--- config.mk ---
export PLATFORM = sky130hd
export DESIGN_NAME = hsic_serial_irq
export DESIGN_NICKNAME = d
export VERILOG_FILES = /design/src/hsic_pkg.sv /design/src/hsic_serial_irq.sv
export SDC_FILE = /design/constraint.sdc
export NUM_CORES = 1
export LEC_CHECK = 0
export ABC_AREA = 1
export BUFFER_PORTS_ARGS = -buffer_cell sky130_fd_sc_hd__buf_4
export CAP_MARGIN = 20
export CORE_MARGIN = 1
export CORE_UTILIZATION = 45
export DETAILED_ROUTE_END_ITERATION = 8
export PLACE_DENSITY = 0.83
export SLEW_MARGIN = 30
export SYNTH_ARGS = -nofsm -noshare
export SYNTH_HDL_FRONTEND = slang
export SYNTH_SLANG_ARGS = --single-unit
--- constraint.sdc ---
create_clock -name ref_clk -period 2.9 [get_ports ref_clk]
set_clock_uncertainty 0.15 [all_clocks]
set_input_delay 0 -clock ref_clk [delete_from_list [all_inputs] [get_ports ref_clk]]
set_output_delay 0 -clock ref_clk [all_outputs]
set_load 0.005 [all_outputs]
--- src/hsic_pkg.sv ---
package hsic_pkg;
   // Register offsets on the serial register port
   localparam logic [7:0] OFS_EVENT_STATUS = 8'he8;
   localparam logic [7:0] OFS_EVENT_ENABLE = 8'he9;
   localparam logic [7:0] OFS_ADDR_LOW_SEL = 8'hea;
   localparam logic [7:0] OFS_ADDR_HIGH_SEL = 8'heb;
   localparam logic [7:0] OFS_CHG_CONTROL = 8'hec;
   localparam logic [7:0] OFS_CHG_TYPE_EN = 8'hed;
   // Field positions
   localparam int BIT_IRQ_ACTIVE = 7;
   localparam int BIT_SUSPEND = 4;
   localparam int BIT_HOST_CFG = 3;
   localparam int BIT_PORT_PWR = 2;
   localparam int BIT_CHG_FOUND = 1;
   localparam int BIT_DET_DONE = 0;
   localparam int BIT_AUTO_DET = 4;
   localparam int BIT_ENH_DET = 2;
   localparam int BIT_CDP_EN = 1;
   localparam int BIT_DCP_EN = 0;
   localparam int NUM_EVENTS = 5;
   // Reset values
   localparam logic [7:0] RST_EVENT_STATUS = 8'h00;
   localparam logic [7:0] RST_EVENT_ENABLE = 8'h00;
   localparam logic [7:0] RST_ADDR_LOW_SEL = 8'h08;
   localparam logic [7:0] RST_ADDR_HIGH_SEL = 8'h28;
   localparam logic [7:0] RST_CHG_CONTROL = 8'h14;
   localparam logic [7:0] RST_CHG_TYPE_EN = 8'h0f;
   // Writable or readable field masks; other bits read zero, except status bit 7, which reads the top bit
   localparam logic [7:0] MASK_EVENTS = 8'h1f;
   localparam logic [7:0] MASK_CHG_CONTROL = 8'h14;
   localparam logic [7:0] MASK_CHG_TYPE_EN = 8'h0f;
endpackage

--- src/hsic_serial_irq.sv ---
`timescale 1ns/10ps
`default_nettype none
module hsic_serial_irq (
   input  wire logic       ref_clk,                   // 40 MHz hub clock
   input  wire logic       rst,                       // Async reset, active high
   input  wire logic [7:0] reg_addr,                  // Register offset
   input  wire logic [7:0] reg_wdata,                 // Write data
   input  wire logic       reg_wr,                    // Write strobe
   input  wire logic       reg_rd,                    // Read strobe
   output logic      [7:0] reg_rdata,                 // Read data, next cycle
   input  wire logic       hub_in_suspend,            // Hub suspended level
   input  wire logic       host_configured,           // Host configured pulse
   input  wire logic       port_power_updated,        // Port power write pulse
   input  wire logic       detect_finished,           // Detection complete level
   input  wire logic       charging_downstream_port,  // Detected pulse
   input  wire logic       dedicated_charging_port,   // Detected pulse
   input  wire logic       chg_det_stage_entry,       // Stage entry pulse
   input  wire logic       wait_refclk_stage,         // In ref clock wait
   input  wire logic       ref_clk_absent,            // No reference clock
   input  wire logic       irq_pin_suspend_level_sel, // Pin shows suspend level
   input  wire logic       addr_select_lsb_pin,       // Async pin
   input  wire logic       addr_select_msb_pin,       // Async pin
   output logic            irq_n,                     // Interrupt pin, active low
   output logic            charger_found_low,         // Charger indicator, active low
   output logic            detect_start,              // Start detection pulse
   output logic            vdat_src_reverse,          // Reverse data-line source
   output logic            auto_detect_en,            // Detection enabled
   output logic            enhanced_detect_en,        // Enhanced detection
   output logic      [6:0] slave_address              // Serial slave address
);
   localparam int NE = hsic_pkg::NUM_EVENTS;

   // Pin synchronisers
   logic [1:0] pin_meta_q, pin_meta_d;  // First stage
   logic [1:0] pin_sync_q, pin_sync_d;  // Second stage

   // Event and interrupt state
   logic [NE-1:0] flags_q, flags_d;     // Sticky event flags
   logic [NE-1:0] enable_q, enable_d;   // Event enables
   logic          irq_active_q, irq_active_d; // Top status bit
   logic          susp_prev_q, susp_prev_d;   // Suspend edge history
   logic          done_prev_q, done_prev_d;   // Done edge history
   logic [NE-1:0] ev_set;               // Events this cycle
   logic          wr_status;            // Status write strobe

   // Charger configuration and indicator
   logic [7:0] chg_ctrl_q, chg_ctrl_d;  // Charger control
   logic [7:0] chg_type_q, chg_type_d;  // Charger type enables
   logic       chg_low_q, chg_low_d;    // Charger found indicator
   logic       start_q, start_d;        // Start pulse
   logic       wait_prev_q, wait_prev_d; // Wait stage history

   // Read data
   logic [7:0] rdata_q, rdata_d;        // Registered read data
   logic [7:0] rd_mux;                  // Selected register

   // Pin synchroniser next state
   always_comb begin
      pin_meta_d = {addr_select_msb_pin, addr_select_lsb_pin};
      pin_sync_d = pin_meta_q;
   end

   // Pin synchroniser registers
   always_ff @(posedge ref_clk or posedge rst) begin
      if (rst) begin
         pin_meta_q <= 2'h0;
         pin_sync_q <= 2'h0;
      end else begin
         pin_meta_q <= pin_meta_d;
         pin_sync_q <= pin_sync_d;
      end
   end

   // Slave address from selected register and LSB pin
   always_comb begin
      if (pin_sync_q[1]) begin
         slave_address = {hsic_pkg::RST_ADDR_HIGH_SEL[6:1], pin_sync_q[0]};
      end else begin
         slave_address = {hsic_pkg::RST_ADDR_LOW_SEL[6:1], pin_sync_q[0]};
      end
   end

   // Event detection, sticky flags, enables and top bit
   always_comb begin
      wr_status = reg_wr && (reg_addr == hsic_pkg::OFS_EVENT_STATUS);
      susp_prev_d = hub_in_suspend;
      done_prev_d = detect_finished;
      ev_set = '0;
      ev_set[hsic_pkg::BIT_SUSPEND] = hub_in_suspend & ~susp_prev_q;
      ev_set[hsic_pkg::BIT_HOST_CFG] = host_configured;
      ev_set[hsic_pkg::BIT_PORT_PWR] = port_power_updated;
      ev_set[hsic_pkg::BIT_CHG_FOUND] = chg_low_q & ~chg_low_d;
      ev_set[hsic_pkg::BIT_DET_DONE] = detect_finished & ~done_prev_q;
      // Zero bits clear, one bits keep; new events win over the clear
      flags_d = flags_q;
      if (wr_status) begin
         flags_d = flags_q & reg_wdata[NE-1:0];
      end
      flags_d = flags_d | ev_set;
      // Enable register, reserved bits dropped
      enable_d = enable_q;
      if (reg_wr && (reg_addr == hsic_pkg::OFS_EVENT_ENABLE)) begin
         enable_d = reg_wdata[NE-1:0];
      end
      // Top bit holds until a zero write; a fresh enabled event wins
      irq_active_d = irq_active_q;
      if (wr_status && !reg_wdata[hsic_pkg::BIT_IRQ_ACTIVE]) begin
         irq_active_d = 1'b0;
      end
      if (|(ev_set & enable_q)) begin
         irq_active_d = 1'b1;
      end
   end

   // Event registers
   always_ff @(posedge ref_clk or posedge rst) begin
      if (rst) begin
         flags_q      <= hsic_pkg::RST_EVENT_STATUS[NE-1:0];
         enable_q     <= hsic_pkg::RST_EVENT_ENABLE[NE-1:0];
         irq_active_q <= hsic_pkg::RST_EVENT_STATUS[hsic_pkg::BIT_IRQ_ACTIVE];
         susp_prev_q  <= 1'b0;
         done_prev_q  <= 1'b0;
      end else begin
         flags_q      <= flags_d;
         enable_q     <= enable_d;
         irq_active_q <= irq_active_d;
         susp_prev_q  <= susp_prev_d;
         done_prev_q  <= done_prev_d;
      end
   end

   // Pin follows top bit, or the suspend level when selected
   always_comb begin
      if (irq_pin_suspend_level_sel) begin
         irq_n = ~susp_prev_q;
      end else begin
         irq_n = ~irq_active_q;
      end
   end

   // Charger configuration, start pulse and indicator
   always_comb begin
      chg_ctrl_d = chg_ctrl_q;
      if (reg_wr && (reg_addr == hsic_pkg::OFS_CHG_CONTROL)) begin
         chg_ctrl_d = reg_wdata & hsic_pkg::MASK_CHG_CONTROL;
      end
      chg_type_d = chg_type_q;
      if (reg_wr && (reg_addr == hsic_pkg::OFS_CHG_TYPE_EN)) begin
         chg_type_d = reg_wdata & hsic_pkg::MASK_CHG_TYPE_EN;
      end
      wait_prev_d = wait_refclk_stage & ref_clk_absent;
      // Start once per stage entry, or on entering a clockless wait
      start_d = chg_ctrl_q[hsic_pkg::BIT_AUTO_DET]
                & (chg_det_stage_entry | (wait_prev_d & ~wait_prev_q));
      // A new run releases the indicator; enabled detections pull it low
      chg_low_d = chg_low_q;
      if (start_q) begin
         chg_low_d = 1'b1;
      end
      if ((charging_downstream_port && chg_type_q[hsic_pkg::BIT_CDP_EN])
          || (dedicated_charging_port && chg_type_q[hsic_pkg::BIT_DCP_EN])) begin
         chg_low_d = 1'b0;
      end
   end

   // Charger registers
   always_ff @(posedge ref_clk or posedge rst) begin
      if (rst) begin
         chg_ctrl_q  <= hsic_pkg::RST_CHG_CONTROL;
         chg_type_q  <= hsic_pkg::RST_CHG_TYPE_EN;
         chg_low_q   <= 1'b1;
         start_q     <= 1'b0;
         wait_prev_q <= 1'b0;
      end else begin
         chg_ctrl_q  <= chg_ctrl_d;
         chg_type_q  <= chg_type_d;
         chg_low_q   <= chg_low_d;
         start_q     <= start_d;
         wait_prev_q <= wait_prev_d;
      end
   end

   // Configuration outputs
   always_comb begin
      charger_found_low  = chg_low_q;
      detect_start       = start_q;
      auto_detect_en     = chg_ctrl_q[hsic_pkg::BIT_AUTO_DET];
      enhanced_detect_en = chg_ctrl_q[hsic_pkg::BIT_ENH_DET];
      vdat_src_reverse   = chg_ctrl_q[hsic_pkg::BIT_ENH_DET];
   end

   // Read multiplexer; unmapped offsets read zero
   always_comb begin
      case (reg_addr)
         hsic_pkg::OFS_EVENT_STATUS: begin
            rd_mux = {irq_active_q, 2'h0, flags_q};
         end
         hsic_pkg::OFS_EVENT_ENABLE: begin
            rd_mux = {3'h0, enable_q};
         end
         hsic_pkg::OFS_ADDR_LOW_SEL: begin
            rd_mux = hsic_pkg::RST_ADDR_LOW_SEL;
         end
         hsic_pkg::OFS_ADDR_HIGH_SEL: begin
            rd_mux = hsic_pkg::RST_ADDR_HIGH_SEL;
         end
         hsic_pkg::OFS_CHG_CONTROL: begin
            rd_mux = chg_ctrl_q;
         end
         hsic_pkg::OFS_CHG_TYPE_EN: begin
            rd_mux = chg_type_q;
         end
         default: begin
            rd_mux = 8'h00;
         end
      endcase
      rdata_d = reg_rd ? rd_mux : rdata_q;
   end

   // Read data register
   always_ff @(posedge ref_clk or posedge rst) begin
      if (rst) begin
         rdata_q <= 8'h00;
      end else begin
         rdata_q <= rdata_d;
      end
   end

   assign reg_rdata = rdata_q;
endmodule
`default_nettype wire

Word level (Yosys, flattened, before mapping) --
Cells that the tools add are included.
Word-level totals: register bits after elaboration 34, input bits 32, output and inout bits 21, word-level logic and storage cells 53
Cells by class: equal/unequal tests 6, muxes and demuxes 8, bitwise operators 15, reductions and logical operators 11
Operator list (number):
- $eq 8x8->1 const B | 6
- $pmux 8 s6 | 1
- $and 5x5->5 | 2
- $logic_and 1x1->1 | 7
- $and 1x1->1 | 6
- $mux 6 | 1
- $mux 1 | 5
- $mux 5 | 1
- $not 1->1 | 5
- $or 5x5->5 | 1
- $reduce_or 5->1 | 1
- $reduce_bool 2->1 | 1
- $logic_not 1->1 | 1
- $logic_or 1x1->1 | 1
- $or 1x1->1 | 1

Logic depth before layout (Yosys ltp) --
Gate-level depths: netlist of the first run.
depth in word-level cells 8, mapped depth 9, gate-level depth less buffers 9

Worst setup path before layout of the first run --
Ideal clock, no wire load.
kind register -> register, start point register chg_low_q (netlist: charger_found_low), end point register irq_active_q, library setup time 0.120 ns, arrival 0.933 ns, required time 2.630 ns, setup slack 1.697 ns, stages on the path, launching flop included 10, path buffers 0, period minus slack after synthesis 1.203 ns, cell sequence dfstp_2 -> inv_1 -> nand2_1 -> nand3_1 -> inv_1 -> nor2_1 -> nand2_1 -> nand2_1 -> inv_1 -> nand2_1
On the way: longest elaborated chain between the ends 7
Ends and longest elaborated chain:
- start, declared | line hsic_serial_irq.sv:49 | logic chg_low_q, chg_low_d;
- start signal, assigned | line hsic_serial_irq.sv:177 | chg_low_q <= chg_low_d;
- $mux 1 (*) | line hsic_serial_irq.sv:157 | if (start_q) begin
- $mux 1 (*) | line hsic_serial_irq.sv:160 | if ((charging_downstream_port && chg_type_q[hsic_pkg::BIT_CDP_EN])
- named net chg_low_d | line hsic_serial_irq.sv:49
- $not 1->1 (*) | line hsic_serial_irq.sv:92 | ev_set[hsic_pkg::BIT_CHG_FOUND] = chg_low_q & ~chg_low_d;
- $and 1x1->1 (*) | line hsic_serial_irq.sv:92
- $and 5x5->5 (*) | line hsic_serial_irq.sv:110 | if (|(ev_set & enable_q)) begin
- $reduce_or 5->1 (*) | line hsic_serial_irq.sv:110
- $mux 1 / $reduce_bool 2->1 (equally long branches)
- end signal, assigned | line hsic_serial_irq.sv:120 | irq_active_q <= hsic_pkg::RST_EVENT_STATUS[hsic_pkg::BIT_IRQ_ACTIVE];
- end signal, assigned | line hsic_serial_irq.sv:126 | irq_active_q <= irq_active_d;
- end, declared | line hsic_serial_irq.sv:40 | logic irq_active_q, irq_active_d;
The timed path passes the listed nets; every way through them passes the cells marked *. A chain may end at the register's enable or synchronous reset.

Worst setup path in the final report of the first run --
start point input reg_addr[4], end point register flags_q[3]
On the way: longest elaborated chain between the ends 4
Ends and longest elaborated chain:
- start, declared | line hsic_serial_irq.sv:6 | input wire logic [7:0] reg_addr,
- $eq 8x8->1 | line hsic_serial_irq.sv:85 | wr_status = reg_wr && (reg_addr == hsic_pkg::OFS_EVENT_STATUS);
- $logic_and 1x1->1 | line hsic_serial_irq.sv:85
- $mux 5 | line hsic_serial_irq.sv:96 | if (wr_status) begin
- $or 5x5->5 | line hsic_serial_irq.sv:99 | flags_d = flags_d | ev_set;
- named net flags_d[3] | line hsic_serial_irq.sv:38 | logic [NE-1:0] flags_q, flags_d;
- end signal, assigned | line hsic_serial_irq.sv:118 | flags_q <= hsic_pkg::RST_EVENT_STATUS[NE-1:0];
- end signal, assigned | line hsic_serial_irq.sv:124 | flags_q <= flags_d;
- end, declared | line hsic_serial_irq.sv:38
The timed path passes the listed nets, and every way through them passes these cells.

==> results of run 1 <==
[registers in the layout, indices dropped and copies added (netlist names)]
name               flops
wait_prev_q            1
enable_q               5
susp_prev_q            1
pin_sync_q             2
charger_found_low      1
reg_rdata              7
detect_start           1
flags_q                5
irq_active_q           1
chg_type_q             4
chg_ctrl_q             2
done_prev_q            1
pin_meta_q             2
[synthesized netlist by cell type]
cell type,number
and2_4,1
buf_4,8
conb_1,2
dfrtp_1,26
dfstp_2,7
inv_1,20
inv_2,3
nand2_1,55
nand2_2,6
nand2_4,2
nand3_1,16
nor2_1,8
nor2_2,3
nor2_4,5
nor2_8,1
nor3_1,1
o21ai_0,3
o21ai_1,22
o31ai_1,1
[layout make-up]
type / count / area share (%)
Inverter: 23 / 3.72
Multi-Input combinational cell: 130 / 27.6
Clock inverter: 2 / 0.432
Tap cell: 46 / 2.48
Timing Repair Buffer: 76 / 28.0
Clock buffer: 6 / 1.78
Sequential cell: 33 / 36.0
[power by group through the flow]
stage / clock network [mW] / registers (mW) / logic (mW)
after floorplan: 0 / 0.499 / 0.0582
after global placement: 0 / 0.500 / 0.108
after detailed placement: 0 / 0.501 / 0.110
after CTS: 0.248 / 0.493 / 0.140
after global routing: 0.271 / 0.495 / 0.155
final: 0.237 / 0.493 / 0.139
[worst reg2reg max path: cells and delay by family, from the launching register on]
kind          cells  cell delay, ps
buf+inv           3             640
flops             1             540
simple gates      6             460
[routing by layer]
| layer | up-vias | routed length [microns] | part of all wire [%] |
|---|---|---|---|
| met4 | 0 | 61 | 1.7 |
| li1 | 743 | - | - |
| met1 | 665 | 1500 | 43 |
| met5 | - | 0 | 0 |
| met2 | 41 | 1790 | 51 |
| met3 | 7 | 143 | 4.1 |
[repair_timing]
action,CTS,global route
endpoints found under the hold margin,64,0
buffers inserted,0,0
hold buffers,31,0
setup endpoints to repair,0,0
[placed cells by master (no fill, tap or decap), drive strengths merged]
cell,synthesis,layout
dlygate4sd3,0,31
inv,23,23
clkbuf,0,6
o21ai,25,25
and2,1,1
clkinv,0,2
nor2,17,17
nand3,16,16
o31ai,1,1
conb,2,6
nor3,1,1
nand2,63,63
buf,8,45
dfrtp,26,26
dfstp,7,7
[per-stage QoR]
| stage | cells | cell area (sq um) | setup WS (ps) | hold slack, ps | utilization, % |
|---|---|---|---|---|---|
| floorplan | 194 | 1620 | 1700 | -119 | - |
| global placement | 277 | 1960 | 1650 | -40.7 | 57.7 |
| detailed placement | 277 | 1960 | 1600 | -39.6 | 57.7 |
| CTS | 316 | 2320 | 376 | 33.5 | 68.4 |
| global route | 316 | 2320 | 177 | 60.8 | 68.4 |
| finish | 316 | 2320 | 301 | 38.9 | 68.4 |
[kinds of logic (layout without fill, tap and decap cells)]
family | after synthesis | count (layout) | synth area share (%)
buffers and inverters | 31 | 107 | 9.11
AND/OR/NAND/NOR | 98 | 98 | 30.2
AO/OA/AOI/OAI | 26 | 26 | 8.26
flip-flops | 33 | 33 | 51.9
other | 2 | 6 | 0.467
[path summary, 6_finish.rpt]
| check | startpoint | end | slack (ps) | cells past startpoint |
|---|---|---|---|---|
| setup / recovery | reg_addr[4] | flags_q[3] | 300 | 11 |
| max in group asynchronous | rst | chg_type_q[0] | 2110 | 4 |
| min in group asynchronous | rst | enable_q[3] | 160 | 4 |
| hold / removal | reg_addr[6] | chg_type_q[3] | 40 | 6 |
| hold reg to reg | pin_meta_q[0] | pin_sync_q[0] | 210 | 0 |
| setup reg to reg | chg_type_q[0] | irq_active_q | 1050 | 9 |
==> impl_metrics.yaml, run 1 <==
cells_and_area:
  fillers: 262
  multi_input_area_sq_um: 641
  diodes: 0
  area_growth_pct: 44.3
  fin_nets: 301
  seqCellArea_sq_um: 835
  drive_above_1_share_pct: 29.6
global_routing:
  grtUsageMet3_pct: 5.18
  grt_max_degree: 34
  grt.busiest_layer: "met2"
  antenna_found_initial: 0
  gr-usage-met1_pct: 23.3
  grt_pass1_wl_microns: 5550
  grt_pass1_vias: 1379
  grt_use_total_pct: 20.9
  grt_overflow: 0
  met2_usage_pct: 38.2
yosys:
  yosysSeqAreaShare_pct: 51.9
  synth_cell_types: 19
  synth_seq_cells: 33
  synthCells: 190
  yosysWarnings: 0
  syn_area_sq_mm: 0.00161
  yosysTopAreaCellShare_pct: 40.5
  synth_area_leaders: "dfrtp_1 40%, nand2_1 13%, dfstp_2 11%"
  syn_area_per_cell_sq_um: 8.46
  yosys.area.top_type: "dfrtp_1"
route:
  vias: 1456
  drc: 0
  dr.pass1.iters: 4
  wl_per_cell_microns: 11.1
  avgViaCountPerCell: 4.61
  detail-route-antenna-nets: 0
  wl_microns: 3500
  first_iter_violations: 55
setup_path:
  cp_slowest_cell: "dlygate4sd3_1"
  critPathBufInv: 5
  cp.arrival_ps: 2670
  required_ps: 2980
  cpMostUsedCell: "dlygate4sd3_1"
  cp_cell_sequence: "dlygate4sd3_1, buf_4, inv_1, nand2_2, dlygate4sd3_1, nor2_8, and2_4, nand2_4, o21ai_1, nand2_1, dlygate4sd3_1"
  critPathCaptureType: "register"
  critical_path.top_delay_family: "buffers and inverters"
  path_max_fanout: 16
  startpoint_type: "primary input"
  max_stage_delay_ps: 620
  crit_type: "primary input to register"
timing:
  clock.fmax_mhz: 385
  setup_tns_ps: 0
  finalMaxSlewViolations: 0
  setup-violations-final: 0
  fin_crit_sh_pct: 89.6
  period_minus_slack_ps: 2600
  final_hold_viol_count: 0
  rsz0062_at_grt: "no"
power:
  power_frac_seq_pct: 56.7
  intPower_uw: 649
  power_uw: 869
  pwr-share-clk_pct: 27.2
  ir_drop_mv: 0.381
  combPwrFrac_pct: 16.0
  p_sw_share_pct: 25.3
  p_per_area_mw_per_mm2: 375
  power.switching_uw: 219
  p_leak_nw: 1.21
floorplanning:
  core_area_sq_mm: 0.00339
  dieArea_sq_mm: 0.00381
  die_x_microns: 61.8
  initial_core_util_pct: 47.4
  die_y_microns: 61.8
  io_pins: 53
  rows: 21
clock_network:
  cts_buffer_depth: 2
  clkSinkCount: 33
  cts.clk_slew.worst_paths_ps: 100
  cts-root-buf: "clkbuf_4"
  ctsResizeCount: 0
  cts_tree: "built"
  htreeDepth: 2
  cts_made_buffers: 5
  insertion_delay_ps: 330
placed_design:
  portBuffers: 44
  hpwlAfterDp_microns: 2450
  place_congestion: 0.820
run_status:
  status: "complete, no violations"
job:
  drv_cap: 0
worst_hold_path:
  hold_class: "primary input to register"
(Power assumes the default switching activity.)
==> run 2, diff against run 1 <==
--- a/config.mk
+++ b/config.mk
@@ -8,7 +8,7 @@
 export ABC_AREA = 1
 export BUFFER_PORTS_ARGS = -buffer_cell sky130_fd_sc_hd__buf_4
 export CAP_MARGIN = 20
-export CORE_MARGIN = 1
+export CORE_MARGIN = 2
 export CORE_UTILIZATION = 45
 export DETAILED_ROUTE_END_ITERATION = 8
 export PLACE_DENSITY = 0.83
==> run 2 against run 1 <==
- total power is 16% higher
- sequential power hardly changed
- worst hold slack worse by 9.9 ps
- combinational power is 4% higher
- critical endpoint is now chg_type_q[0]
- wire length is 9.5% higher
- critical path depth stayed put
- sequential share of layout area is 1.2 points lower
==> impl_metrics.yaml, run 2 (same netlist as run 1, synthesis figures left out) <==
run_status:
  status: "complete, no violations"
setup_path:
  cp.arrival_ps: 2550
  startpoint_type: "primary input"
  crit_type: "primary input to register"
  critPathCaptureType: "register"
  path_max_fanout: 16
  required_ps: 3040
  rrSetupSlack_ps: 1060
worst_hold_path:
  hold_class: "primary input to register"
cells_and_area:
  largest_reg_flops: 7
  area_growth_pct: 49.1
  layout_commonest_cell: "nand2_1"
  drive_above_1_share_pct: 29.6
  fin_nets: 305
  diodes: 0
  layout_common_cells: "55 x nand2_1, 45 x buf_4, 35 x dlygate4sd3_1"
  instances_no_fill: 320
floorplanning:
  die_x_microns: 63.8
  core_area_sq_mm: 0.00339
  rows: 21
  initial_core_util_pct: 47.4
  io_pins: 53
  die_y_microns: 63.8
  dieArea_sq_mm: 0.00406
route:
  vias: 1485
  dr.pass1.iters: 4
  avgViaCountPerCell: 4.64
  drc: 0
  wl_per_cell_microns: 12.0
  first_iter_violations: 66
  detail-route-antenna-nets: 0
  wl_microns: 3830
power:
  p_leak_nw: 1.23
  ir_drop_mv: 0.350
  p_per_area_mw_per_mm2: 419
clock_network:
  insertion_delay_ps: 340
  ctsResizeCount: 0
  post_cts_buffers: 0
  cts_buffer_depth: 2
  htreeDepth: 2
  clkSinkCount: 33
  cts-root-buf: "clkbuf_4"
  cts_made_buffers: 5
  hold_buffers: 35
  cts_tree: "built"
  cts.clk_slew.worst_paths_ps: 110
job:
  drv_cap: 0
placed_design:
  hpwlAfterDp_microns: 2520
  detailedPlace.worstSlack_ps: 1600
  portBuffers: 44
  dpl.cell_count: 277
  place_congestion: 0.831
timing:
  rsz0062_at_grt: "no"
  setup_tns_ps: 0
  finalMaxSlewViolations: 0
  hold_slack_ps: 29.0
  setup_ws_ps: 487
  setup-violations-final: 0
  final_hold_viol_count: 0
  fin_crit_sh_pct: 83.2
  clock.fmax_mhz: 414
  period_minus_slack_ps: 2410
global_routing:
  grt_max_degree: 34
  gr-usage-met1_pct: 25.9
  grt_pass1_vias: 1513
  grt_use_total_pct: 21.2
  grt_overflow: 0
  grtUsageMet3_pct: 5.46
  met2_usage_pct: 36.4
  grt_pass1_wl_microns: 6570
  grt.busiest_layer: "met2"
  antenna_found_initial: 0
==> run 2: cell types whose count changed in the layout (fill, tap and decap cells not counted) <==
cell,before,now
dlygate4sd3_1,31,35
clkbuf_8,0,1
clkbuf_1,1,0
bufinv_16,0,1
clkinv_2,2,0
clkinvlp_4,0,1
==> run 2: per-stage QoR <==
step	utilization (%)	total power, mW	cell area, sq um
CTS	70.7	1.01	2400
global placement	57.7	0.609	1960
finish	70.7	1.00	2400
global route	70.7	1.06	2400
floorplan	-	0.557	1620
detailed placement	57.7	0.611	1960
==> run 2: final cells by class <==
cell class                 count  area (sq um)
fill                         250           993
clock inverter                 2          37.5
tap                           46          57.6
clock buffer                   6          51.3
multi-input combinational    130           641
timing repair buffer          80           688
inverter                      23          86.3
sequential                    33           835
==> run 2: path summary, 6_finish.rpt <==
kind | startpoint | end | cells past startpoint
worst max-delay path | reg_addr[4] | chg_type_q[0] | 11
worst min-delay path | reg_addr[6] | chg_type_q[2] | 6
worst max register to register | charger_found_low | irq_active_q | 10
worst min register to register | pin_meta_q[0] | pin_sync_q[0] | 0
max in group asynchronous | rst | charger_found_low | 4
min in group asynchronous | rst | pin_sync_q[1] | 4
==> run 2: worst max-delay path, stage by stage <==
cell and delay [ps]:
dlygate4sd3_1 540, buf_4 130, inv_1 70, nand2_2 80
nor2_8 210, nand2_4 100, nor2_4 150, nand2_1 70
dlygate4sd3_1 560, o21ai_1 70, dlygate4sd3_1 560
==> run 2: layer usage <==
| metal | routed length [microns] | part of all wire [%] | up-vias |
|---|---|---|---|
| met4 | 65 | 1.7 | 0 |
| met3 | 202 | 5.3 | 7 |
| met2 | 1940 | 51 | 50 |
| li1 | - | - | 745 |
| met5 | 0 | 0 | - |
| met1 | 1630 | 42 | 683 |
==> run 2: report_power, final <==
part           leakage, nW  total [mW]  switching, mW  internal [mW]
sequential           0.373       0.493        0.00997          0.483
clock               0.0445       0.367          0.162          0.205
combinational        0.816       0.144         0.0670         0.0772
